### config.mk
export PLATFORM = sky130hd
export DESIGN_NAME = vxi_config_message_registers_flat
export DESIGN_NICKNAME = d
export VERILOG_FILES = /design/src/design/vxi_regs_pkg.sv /design/src/design/vxi_link_if.sv /design/src/design/vxi_config_message_registers.sv /design/src/flat_wrapper.sv
export SDC_FILE = /design/constraint.sdc
export NUM_CORES = 1
export LEC_CHECK = 0
export ABC_AREA = 1
export CAP_MARGIN = 20
export CORE_MARGIN = 3
export CORE_UTILIZATION = 30
export DETAILED_ROUTE_END_ITERATION = 8
export DONT_BUFFER_PORTS = 1
export GPL_ROUTABILITY_DRIVEN = 0
export GPL_TIMING_DRIVEN = 0
export PLACE_DENSITY_LB_ADDON = 0.15
export SYNTH_ARGS = -nofsm -noshare
export SYNTH_HDL_FRONTEND = slang
export SYNTH_SLANG_ARGS = --single-unit
export TNS_END_PERCENT = 1
### constraint.sdc
create_clock -name pclk -period 3.8 [get_ports pclk]
set_input_delay 0.38 -clock pclk [delete_from_list [all_inputs] [get_ports pclk]]
set_output_delay 0.38 -clock pclk [all_outputs]
set_load 0.01 [all_outputs]
### src/design/vxi_regs_pkg.sv
// Overview of operation
// - identification read-only to host, processor writes early
// - device type read-only to host, loaded early
// - status reads slot/ready/pass/test; write inhibit, reset
// - window offset host read/write, processor read-only
// - wide access bit host read/write, module id bit follows slot line
// - four-bit self-test code, upper codes reserved
// - ready reads 1 when ready; pass after test
// - reset bit held 100 us then cleared
// - protocol register read-only to both sides
// - protocol bits default servant-only, interrupter present
// - response read-only to host, processor writes
// - response flag layout bits 13 to 7
// - read-ready cleared when host reads data word
// - write-ready cleared when host writes data word
// - host data write raises management interrupt
// - data word both ways, flags report occupancy
// - write only on write-ready, read on read-ready
// - processor port eight bits, low byte first
// - window decode uses offset as upper 16 bits
// - host uses sixteen-bit A16 transfers only
package vxi_regs_pkg;

  localparam int ADDR_W = 6;

  // register offsets in the A16 window
  localparam logic [5:0] OFF_IDENT    = 6'h00;
  localparam logic [5:0] OFF_DEVTYPE  = 6'h02;
  localparam logic [5:0] OFF_STATCTL  = 6'h04;
  localparam logic [5:0] OFF_WINBASE  = 6'h06;
  localparam logic [5:0] OFF_PROTOCOL = 6'h08;
  localparam logic [5:0] OFF_RESPONSE = 6'h0a;
  localparam logic [5:0] OFF_DATAWORD = 6'h0e;

  // status/control field positions
  localparam int SC_WIDE_SPACE = 15;
  localparam int SC_MODULE_ID  = 14;
  localparam int SC_TEST_LSB   = 4;
  localparam int SC_READY      = 3;
  localparam int SC_PASS       = 2;
  localparam int SC_SYSFAIL_INH = 1;
  localparam int SC_CARRIER_RST = 0;
  localparam logic [15:0] SC_RESET     = 16'h0000;
  localparam logic [15:0] SC_CPU_MASK  = 16'h00fc;
  localparam logic [15:0] SC_HOST_MASK = 16'h8003;
  localparam logic [15:0] SC_READ_MASK = 16'h80ff;

  // self-test codes
  localparam logic [3:0] TEST_PASSED   = 4'h0;
  localparam logic [3:0] TEST_SDRAM    = 4'h1;
  localparam logic [3:0] TEST_SHARED   = 4'h2;
  localparam logic [3:0] TEST_FLASH    = 4'h3;
  localparam logic [3:0] TEST_REGISTER = 4'h4;

  // protocol: servant-only, no notify reg, no master, interrupter,
  // no quick handshake, no shared memory protocol
  localparam logic [15:0] PROTOCOL_VALUE = 16'hfc00;

  // response field positions
  localparam int RSP_OUT_READY = 13;
  localparam int RSP_IN_READY  = 12;
  localparam int RSP_ERROR_N   = 11;
  localparam int RSP_READ_OK   = 10;
  localparam int RSP_WRITE_OK  = 9;
  localparam int RSP_QUICK_N   = 8;
  localparam int RSP_LOCK_N    = 7;
  localparam logic [15:0] RSP_RESET    = 16'h0b80;
  localparam logic [15:0] RSP_CPU_MASK = 16'h3f80;

  // host controller APB map
  localparam logic [7:0] APB_CTRL   = 8'h00;
  localparam logic [7:0] APB_WDATA  = 8'h04;
  localparam logic [7:0] APB_RDATA  = 8'h08;
  localparam logic [7:0] APB_STATUS = 8'h0c;
  localparam int CTRL_CMD_LSB = 8;
  localparam int CTRL_SLOT    = 12;

  // host controller orders
  localparam logic [2:0] CMD_NONE   = 3'h0;
  localparam logic [2:0] CMD_READ   = 3'h1;
  localparam logic [2:0] CMD_WRITE  = 3'h2;
  localparam logic [2:0] CMD_SEND   = 3'h3;
  localparam logic [2:0] CMD_RECV   = 3'h4;
  localparam logic [2:0] CMD_CRESET = 3'h5;

  // carrier reset hold time
  localparam int PCLK_PERIOD_PS     = 5000;
  localparam int CRESET_HOLD_US     = 100;
  localparam int CRESET_HOLD_CYCLES =
    (CRESET_HOLD_US * 1000000 + PCLK_PERIOD_PS - 1) / PCLK_PERIOD_PS;

  typedef enum logic [2:0] {
    ST_IDLE, ST_POLL, ST_XFER, ST_HOLD, ST_RELEASE
  } host_state_t;

endpackage : vxi_regs_pkg

### src/design/vxi_link_if.sv
interface vxi_link_if;
  logic        req;
  logic        we;
  logic [5:0]  addr;
  logic [15:0] wdata;
  logic [15:0] rdata;
  logic        ack;
  logic        modid_n;

  modport device (input req, we, addr, wdata, modid_n, output rdata, ack);
  modport host   (output req, we, addr, wdata, modid_n, input rdata, ack);
endinterface : vxi_link_if

### src/design/vxi_config_message_registers.sv
// Implementation choice: register access over the req/ack link and an 8-bit processor port.
module vxi_config_message_registers #(
  parameter logic [15:0] IDENT_RESET   = 16'h5a5a, // arbitrary value
  parameter logic [15:0] DEVTYPE_RESET = 16'h1234  // arbitrary value
) (
  input  wire logic        pclk,
  input  wire logic        presetn,
  vxi_link_if.device       link,
  input  wire logic        cpu_sel,
  input  wire logic        cpu_we,
  input  wire logic [vxi_regs_pkg::ADDR_W-1:0] cpu_addr,
  input  wire logic [7:0]  cpu_wdata,
  output logic      [7:0]  cpu_rdata,
  input  wire logic        msg_irq_disable,
  input  wire logic [31:0] wide_addr,
  input  wire logic        wide_a32,
  output logic             window_hit,
  output logic             mgmt_irq,
  output logic             sysfail_inhibit,
  output logic             carrier_reset,
  output logic      [15:0] window_base
);
  import vxi_regs_pkg::*;

  logic        ack_reg;
  logic [15:0] rdata_reg;
  logic [7:0]  cpu_rdata_reg;
  logic [15:0] ident_reg;
  logic [15:0] devtype_reg;
  logic        cfg_locked_reg;
  logic [15:0] statctl_reg;
  logic [15:0] winbase_reg;
  logic [15:0] response_reg;
  logic [15:0] dataword_reg;
  logic        mgmt_irq_reg;
  logic        window_hit_reg;
  logic        modid_s1_reg;
  logic        modid_s2_reg;
  logic        modid_s3_reg;
  logic        module_id_reg;

  logic        host_acc;
  logic        host_wr;
  logic        host_rd;
  logic        cpu_wr;
  logic [5:0]  cpu_word_addr;
  logic [15:0] cpu_word;
  logic [15:0] cpu_view;

  // one access per request; ack gates the second cycle of the same request
  assign host_acc      = link.req & ~ack_reg;
  assign host_wr       = host_acc & link.we;
  assign host_rd       = host_acc & ~link.we;
  assign cpu_wr        = cpu_sel & cpu_we;
  assign cpu_word_addr = {cpu_addr[5:1], 1'b0};

  // read view of a 16-bit register, reserved offsets give zero
  function automatic logic [15:0] read_word(input logic [5:0] a);
    case (a)
      OFF_IDENT:    read_word = ident_reg;
      OFF_DEVTYPE:  read_word = devtype_reg;
      OFF_STATCTL:  read_word = (statctl_reg & SC_READ_MASK)
                                | {1'b0, module_id_reg, 14'h0000};
      OFF_WINBASE:  read_word = winbase_reg;
      OFF_PROTOCOL: read_word = PROTOCOL_VALUE;
      OFF_RESPONSE: read_word = response_reg & RSP_CPU_MASK;
      OFF_DATAWORD: read_word = dataword_reg;
      default:      read_word = 16'h0000;
    endcase
  endfunction

  // byte write from the processor merged into the current word
  always_comb begin
    cpu_view = read_word(cpu_word_addr);
    cpu_word = cpu_view;
    if (cpu_addr[0]) begin
      cpu_word[15:8] = cpu_wdata;
    end else begin
      cpu_word[7:0] = cpu_wdata;
    end
  end

  // keep only the bits a side owns, the rest hold their value
  function automatic logic [15:0] merge(input logic [15:0] cur,
                                        input logic [15:0] nw,
                                        input logic [15:0] mask);
    merge = (cur & ~mask) | (nw & mask);
  endfunction

  // link answer: one cycle after the request is seen
  always_ff @(posedge pclk or negedge presetn) begin
    if (!presetn) begin
      ack_reg   <= 1'b0;
      rdata_reg <= 16'h0000;
    end else begin
      ack_reg <= host_acc;
      if (host_rd) begin
        rdata_reg <= read_word({link.addr[5:1], 1'b0});
      end
    end
  end

  // processor read data, valid the cycle after the strobe
  always_ff @(posedge pclk or negedge presetn) begin
    if (!presetn) begin
      cpu_rdata_reg <= 8'h00;
    end else if (cpu_sel && !cpu_we) begin
      cpu_rdata_reg <= cpu_addr[0] ? cpu_view[15:8] : cpu_view[7:0];
    end
  end

  // slot line: three stages, accepted when the last two agree
  always_ff @(posedge pclk or negedge presetn) begin
    if (!presetn) begin
      modid_s1_reg  <= 1'b1;
      modid_s2_reg  <= 1'b1;
      modid_s3_reg  <= 1'b1;
      module_id_reg <= 1'b1;
    end else begin
      modid_s1_reg <= link.modid_n;
      modid_s2_reg <= modid_s1_reg;
      modid_s3_reg <= modid_s2_reg;
      if (modid_s2_reg == modid_s3_reg) begin
        module_id_reg <= modid_s3_reg;
      end
    end
  end

  // identity words: first host access marks resource management begun
  always_ff @(posedge pclk or negedge presetn) begin
    if (!presetn) begin
      ident_reg      <= IDENT_RESET;
      devtype_reg    <= DEVTYPE_RESET;
      cfg_locked_reg <= 1'b0;
    end else begin
      if (host_acc) begin
        cfg_locked_reg <= 1'b1;
      end
      if (cpu_wr && !cfg_locked_reg && cpu_word_addr == OFF_IDENT) begin
        ident_reg <= cpu_word;
      end
      if (cpu_wr && !cfg_locked_reg && cpu_word_addr == OFF_DEVTYPE) begin
        devtype_reg <= cpu_word;
      end
    end
  end

  // status/control: processor owns test result, host owns controls
  always_ff @(posedge pclk or negedge presetn) begin
    if (!presetn) begin
      statctl_reg <= SC_RESET;
    end else if (host_wr && link.addr == OFF_STATCTL) begin
      statctl_reg <= merge(statctl_reg, link.wdata, SC_HOST_MASK);
    end else if (cpu_wr && cpu_word_addr == OFF_STATCTL) begin
      statctl_reg <= merge(statctl_reg, cpu_word, SC_CPU_MASK);
    end
  end

  // window base is host-written only
  always_ff @(posedge pclk or negedge presetn) begin
    if (!presetn) begin
      winbase_reg <= 16'h0000;
    end else if (host_wr && link.addr == OFF_WINBASE) begin
      winbase_reg <= link.wdata;
    end
  end

  // response flags; a processor set beats a hardware clear
  always_ff @(posedge pclk or negedge presetn) begin
    if (!presetn) begin
      response_reg <= RSP_RESET;
    end else if (cpu_wr && cpu_word_addr == OFF_RESPONSE) begin
      response_reg <= merge(response_reg, cpu_word, RSP_CPU_MASK);
    end else begin
      if (host_rd && link.addr == OFF_DATAWORD) begin
        response_reg[RSP_READ_OK] <= 1'b0;
      end
      if (host_wr && link.addr == OFF_DATAWORD) begin
        response_reg[RSP_WRITE_OK] <= 1'b0;
      end
    end
  end

  // data word: the host wins a same-cycle collision
  always_ff @(posedge pclk or negedge presetn) begin
    if (!presetn) begin
      dataword_reg <= 16'h0000;
    end else if (host_wr && link.addr == OFF_DATAWORD) begin
      dataword_reg <= link.wdata;
    end else if (cpu_wr && cpu_word_addr == OFF_DATAWORD) begin
      dataword_reg <= cpu_word;
    end
  end

  // one-cycle interrupt per host data write
  always_ff @(posedge pclk or negedge presetn) begin
    if (!presetn) begin
      mgmt_irq_reg <= 1'b0;
    end else begin
      mgmt_irq_reg <= host_wr && link.addr == OFF_DATAWORD
                      && !msg_irq_disable;
    end
  end

  // wide window compare; a24 uses bits 23:8, a32 bits 31:16
  always_ff @(posedge pclk or negedge presetn) begin
    if (!presetn) begin
      window_hit_reg <= 1'b0;
    end else begin
      window_hit_reg <= statctl_reg[SC_WIDE_SPACE]
                        && (wide_a32 ? wide_addr[31:16] == winbase_reg
                                     : wide_addr[23:8] == winbase_reg);
    end
  end

  assign link.ack        = ack_reg;
  assign link.rdata      = rdata_reg;
  assign cpu_rdata       = cpu_rdata_reg;
  assign window_hit      = window_hit_reg;
  assign mgmt_irq        = mgmt_irq_reg;
  assign sysfail_inhibit = statctl_reg[SC_SYSFAIL_INH];
  assign carrier_reset   = statctl_reg[SC_CARRIER_RST];
  assign window_base     = winbase_reg;

endmodule // vxi_config_message_registers

### src/flat_wrapper.sv
// flat-port wrapper written by rule: the top's interface ports become plain ports
module vxi_config_message_registers_flat import vxi_regs_pkg::*;
#(
  parameter logic [15:0] IDENT_RESET   = 16'h5a5a,                   
  parameter logic [15:0] DEVTYPE_RESET = 16'h1234                    
)
  (pclk, presetn, cpu_sel, cpu_we, cpu_addr, cpu_wdata, cpu_rdata, msg_irq_disable, wide_addr, wide_a32, window_hit, mgmt_irq, sysfail_inhibit, carrier_reset, window_base, link_req, link_we, link_addr, link_wdata, link_modid_n, link_rdata, link_ack);
  vxi_link_if link_i ();
  input  wire logic pclk;
  input  wire logic presetn;
  input  wire logic cpu_sel;
  input  wire logic cpu_we;
  input  wire logic [vxi_regs_pkg::ADDR_W-1:0] cpu_addr;
  input  wire logic [7:0] cpu_wdata;
  output logic      [7:0] cpu_rdata;
  input  wire logic msg_irq_disable;
  input  wire logic [31:0] wide_addr;
  input  wire logic wide_a32;
  output logic window_hit;
  output logic mgmt_irq;
  output logic sysfail_inhibit;
  output logic carrier_reset;
  output logic      [15:0] window_base;
  input wire logic [$bits(link_i.req)-1:0] link_req;
  input wire logic [$bits(link_i.we)-1:0] link_we;
  input wire logic [$bits(link_i.addr)-1:0] link_addr;
  input wire logic [$bits(link_i.wdata)-1:0] link_wdata;
  input wire logic [$bits(link_i.modid_n)-1:0] link_modid_n;
  output wire logic [$bits(link_i.rdata)-1:0] link_rdata;
  output wire logic [$bits(link_i.ack)-1:0] link_ack;
  assign link_i.req = link_req;
  assign link_i.we = link_we;
  assign link_i.addr = link_addr;
  assign link_i.wdata = link_wdata;
  assign link_i.modid_n = link_modid_n;
  assign link_rdata = link_i.rdata;
  assign link_ack = link_i.ack;
  vxi_config_message_registers #(.IDENT_RESET(IDENT_RESET), .DEVTYPE_RESET(DEVTYPE_RESET)) u_core (.pclk(pclk), .presetn(presetn), .link(link_i), .cpu_sel(cpu_sel), .cpu_we(cpu_we), .cpu_addr(cpu_addr), .cpu_wdata(cpu_wdata), .cpu_rdata(cpu_rdata), .msg_irq_disable(msg_irq_disable), .wide_addr(wide_addr), .wide_a32(wide_a32), .window_hit(window_hit), .mgmt_irq(mgmt_irq), .sysfail_inhibit(sysfail_inhibit), .carrier_reset(carrier_reset), .window_base(window_base));
endmodule
# == Word level (Yosys, flattened, before mapping) ==
# Cells that the tools add are included.
# classes
eq_ne,18
mux,13
bitwise,10
n_reduce_logical,22
# op_table
operator,n
case mux 16 bit (7 select lines),2
two-way mux 16 bit,4
== test 16 bit,2
== test 5 x 3 -> 1 bit (second input constant),6
two-way mux 8 bit,3
== test 5 x 2 -> 1 bit (second input constant),4
bitwise OR 15 x 16 -> 16 bit,1
bitwise OR 16 x 14 -> 16 bit,1
bitwise OR 16 x 15 -> 16 bit,1
bitwise OR 16 x 8 -> 16 bit,1
logical AND 1 bit,13
== test 6 x 3 -> 1 bit (second input constant),2
== test 5 x 1 -> 1 bit (second input constant),2
nonzero test 2 bit,4
== test 6 x 4 -> 1 bit (second input constant),1
zero test 6 bit,1
zero test 5 bit,1
bitwise AND 1 bit,4
zero test 1 bit,3
two-way mux 1 bit,3
two-way mux 2 bit,1
inverter 1 bit,2
== test 1 bit,1
# word_totals
ff_bits,128
input_bits,77
out_inout_bits,45
elab_cells,81

# == Longest topological paths before layout ==
# depth
ltp_word,6
depth_mapped,10
mapped_depth_nobuf,10

# == Worst setup path before layout ==
# OpenSTA, ideal clock, no wires.
# synth_timing
kind,reg-to-reg
start,register u_core.ack_reg (netlist: u_core.link.ack)
end,register u_core.rdata_reg[8] (netlist: u_core.link.rdata[8])
setup_time_ns,0.123
arrival_time_ns,1.346
required_ns,3.677
path_slack_ns,2.331
stages_incl_launch_ff,8
path_buffers,1
synth_period_minus_slack_ns,1.469
path_cell_list,dfrtp_1 nor2_2 inv_1 nor2_1 inv_1 clkbuf_1 nand2_1 nand2_1
# synth_between
elab_chain_cells,3
# synth_lines
item,line_no,rtl
from (decl),vxi_config_message_registers.sv:25,logic ack_reg;
from (signal assigned),vxi_config_message_registers.sv:96,ack_reg <= host_acc;
inverter 1 bit,vxi_config_message_registers.sv:51,assign host_acc = link.req & ~ack_reg;
bitwise AND 1 bit,vxi_config_message_registers.sv:51,
named net u_core.host_acc,vxi_config_message_registers.sv:42,logic host_acc;
bitwise AND 1 bit,vxi_config_message_registers.sv:53,assign host_rd = host_acc & ~link.we;
to (signal assigned),vxi_config_message_registers.sv:98,"rdata_reg <= read_word({link.addr[5:1], 1'b0});"
to (decl),vxi_config_message_registers.sv:26,logic [15:0] rdata_reg;
# The timed path passes the listed nets, and every way through them passes these cells.
# A chain may end at the register's enable or synchronous reset.

# == Worst setup path in the final report ==
# layout_timing
start,register u_core.ack_reg (netlist: u_core.link.ack)
end,register u_core.rdata_reg[9] (netlist: u_core.link.rdata[9])
# Same word-level chain as after synthesis.

==> reports/metrics.yaml <==
vias: 6439
worst_pin_slew_ns: 0.819
nNetsFinal: 1082
cts_made_buffers: 9
rows: 54
ctsResizeCount: 0
vias_per_cell: 4.99
power_density_mw_per_mm2: 371
yosysTopAreaCell: "dfrtp_1"
postRouteAntennaNets: 0
finalInstanceArea_mm2: 0.00741
timing_hold_violations_final: 0
fmax_mhz: 454
cts_setup_buffers: 0
cts.path.max_buffers: 2
startpoint_type: "register"
status: "complete, no violations"
fp.dieH_um: 155
reg2reg_slack_ns: 1.60
worstSetupPathType: "reg -> reg"
ys_types: 31
cts_tree: "yes"
layout-drive-gt1-share_pct: 8.71
h-tree-depth: 3
overflow: 0
setup.worst_path.start: "u_core.link.ack"
finClkSkew_ns: 0.00715
netlist.area_leader.share_pct: 34.0
synth_area_leaders: "dfrtp_1 34%, nand2_1 22%, nand3_1 9.3%"
yosysWarnings: 0
cts-root-buf: "clkbuf_16"
endpoint: "u_core.link.rdata[9]"
hpwl_mm: 20.0
clkTransAtPathRegs_ns: 0.08
drc: 0
port-buffer-count: 0
syn_inst: 992
synth_seq_cells: 112
area_growth_pct: 10.7
worstReg2RegEnd: "u_core.link.rdata[9]"
ios: 122
fillCellCount: 2419
whs_ns: 0.0108
die_w_um: 155
required_ns: 4.05
hold_path.class: "in -> reg"
wl_per_cell_um: 19.3
drt_first_iter_violations: 564
rr_startpoint: "u_core.link.ack"
timing.final.crit_period_ns: 2.20
grt_max_degree: 113
vdd_drop_max_uv: 164
totalWireLength_mm: 24.8
setup-violations-final: 0
grt_pass1_wl_mm: 38.1
tns_ns: 0
postCtsHoldBufs: 2
diodes: 0
antenna_found_initial: 0
seq_area_frac_synth_pct: 42.3
dr.pass1.iters: 5
finalMaxSlewViolations: 0
die_area_mm2: 0.0241
cts.sinks: 112
reg2reg_depth: 7
crit_fanout: 10
relSlewSlack_pct: 45.2
max_cap_viol_count: 0
layoutNonFillerInstCount: 1290
power.total_mw: 2.75
first_global_vias: 6145
dp_cells: 1272
arrival_ns: 2.45
core_mm2: 0.0219
p_leak_nw: 3.78
worstSetupEndpointType: "register"
netlist_area_mm2: 0.00669
place_area_mm2: 0.00704
start_util_pct: 30.6
finalCritPeriodShare_pct: 57.9
grt_usage_pct: 20.6
synth.avg_cell_area_um2: 6.75
insertion_delay_ns: 0.36
syn_nets: 1069
rsz0062_at_grt: "false"
==> critical path: stages, from the launching register on <==
cell and delay (ns):
dfrtp_1 0.44, nor2_2 0.17, inv_1 0.07, nor2_1 0.54, inv_1 0.28, clkbuf_1 0.37, nand2_1 0.15, nand2_1 0.06
==> cells in the final DEF (no fill, tap or decap), types with 2 or more instances in the layout <==
cell type   count
bufinv_16       2
o22ai_1         2
nor2_2         10
clkbuf_1       22
buf_2          11
inv_2          16
nor2_4          3
clkbuf_16       9
inv_6           3
nand2_2         2
o211ai_1       10
buf_4           2
nor2_1         47
nand4_1        46
clkinvlp_4      2
inv_1          98
clkinv_1        2
a21oi_1         8
o21ai_1        25
o21ai_0        44
nand2_1       393
dfrtp_1        91
dfstp_2        21
nand3_1       124
xor2_1          5
==> where the power goes <==
part	leakage [nW]	switching (mW)	internal, mW
clock	0.153	0.487	0.586
sequential	1.45	0.0904	1.27
combinational	2.18	0.222	0.0923
==> how the worst min path moves through the flow <==
| stage | slack (ns) | from | cells past startpoint | end |
|---|---|---|---|---|
| finish | 0.01 | link_modid_n | 0 | u_core.modid_s1_reg |
| floorplan | 0.08 | presetn | 0 | u_core.cfg_locked_reg |
| detailed placement | 0.09 | presetn | 0 | u_core.window_base[13] |
| CTS | 0.004 | link_modid_n | 0 | u_core.modid_s1_reg |
| global route | 0.0002 | link_modid_n | 0 | u_core.modid_s1_reg |
| global placement | 0.09 | presetn | 0 | u_core.window_base[13] |
==> final cells by class <==
| type | instances | area [um^2] | area share, % |
|---|---|---|---|
| Sequential cell | 112 | 2830 | 38.2 |
| Inverter | 117 | 440 | 5.94 |
| Multi-Input combinational cell | 727 | 3260 | 44.0 |
| Clock inverter | 7 | 101 | 1.37 |
| Timing Repair Buffer | 2 | 37.5 | 0.507 |
| Clock buffer | 9 | 225 | 3.04 |
| Tap cell | 280 | 350 | 4.73 |
| Buffer | 36 | 164 | 2.21 |
==> through the flow <==
| step | setup WS [ns] | utilization, % |
|---|---|---|
| 5_1_grt | 1.43 | 33.8 |
| 3_5_place_dp | 1.59 | 32.2 |
| 4_1_cts | 1.57 | 33.8 |
| 2_1_floorplan | 2.33 | - |
| 3_3_place_gp | 1.60 | 32.2 |
| 6_report | 1.60 | 33.8 |
==> per-layer routing <==
layer  track usage, %  up-vias  part of all wire [%]  wire [um]
li1                 -     3209                     -          -
met1             29.5     2980                    46      11400
met2             31.4      219                    44      11000
met3             3.45       31                   7.0       1730
met4             7.34        0                   3.0        757
met5                0        -                     0          0
==> cells in the mapped netlist, drive strengths merged <==
master and count:
nand2 396, nand3 125, inv 114, dfrtp 91, o21ai 69, nor2 60, nand4 46, clkbuf 22
dfstp 21, buf 14, o211ai 10, a21oi 9, xor2 5, clkinv 3, o22ai 2, and2 1
and3 1, maj3 1, nor3 1, or2 1
==> kinds of logic after synthesis <==
family,share of synthesized area (%)
simple gates,40.7
buf+inv,9.03
flops,42.3
compound gates,7.20
xor+xnor,0.654
fa+ha+maj,0.150
(Power assumes the default switching activity.)
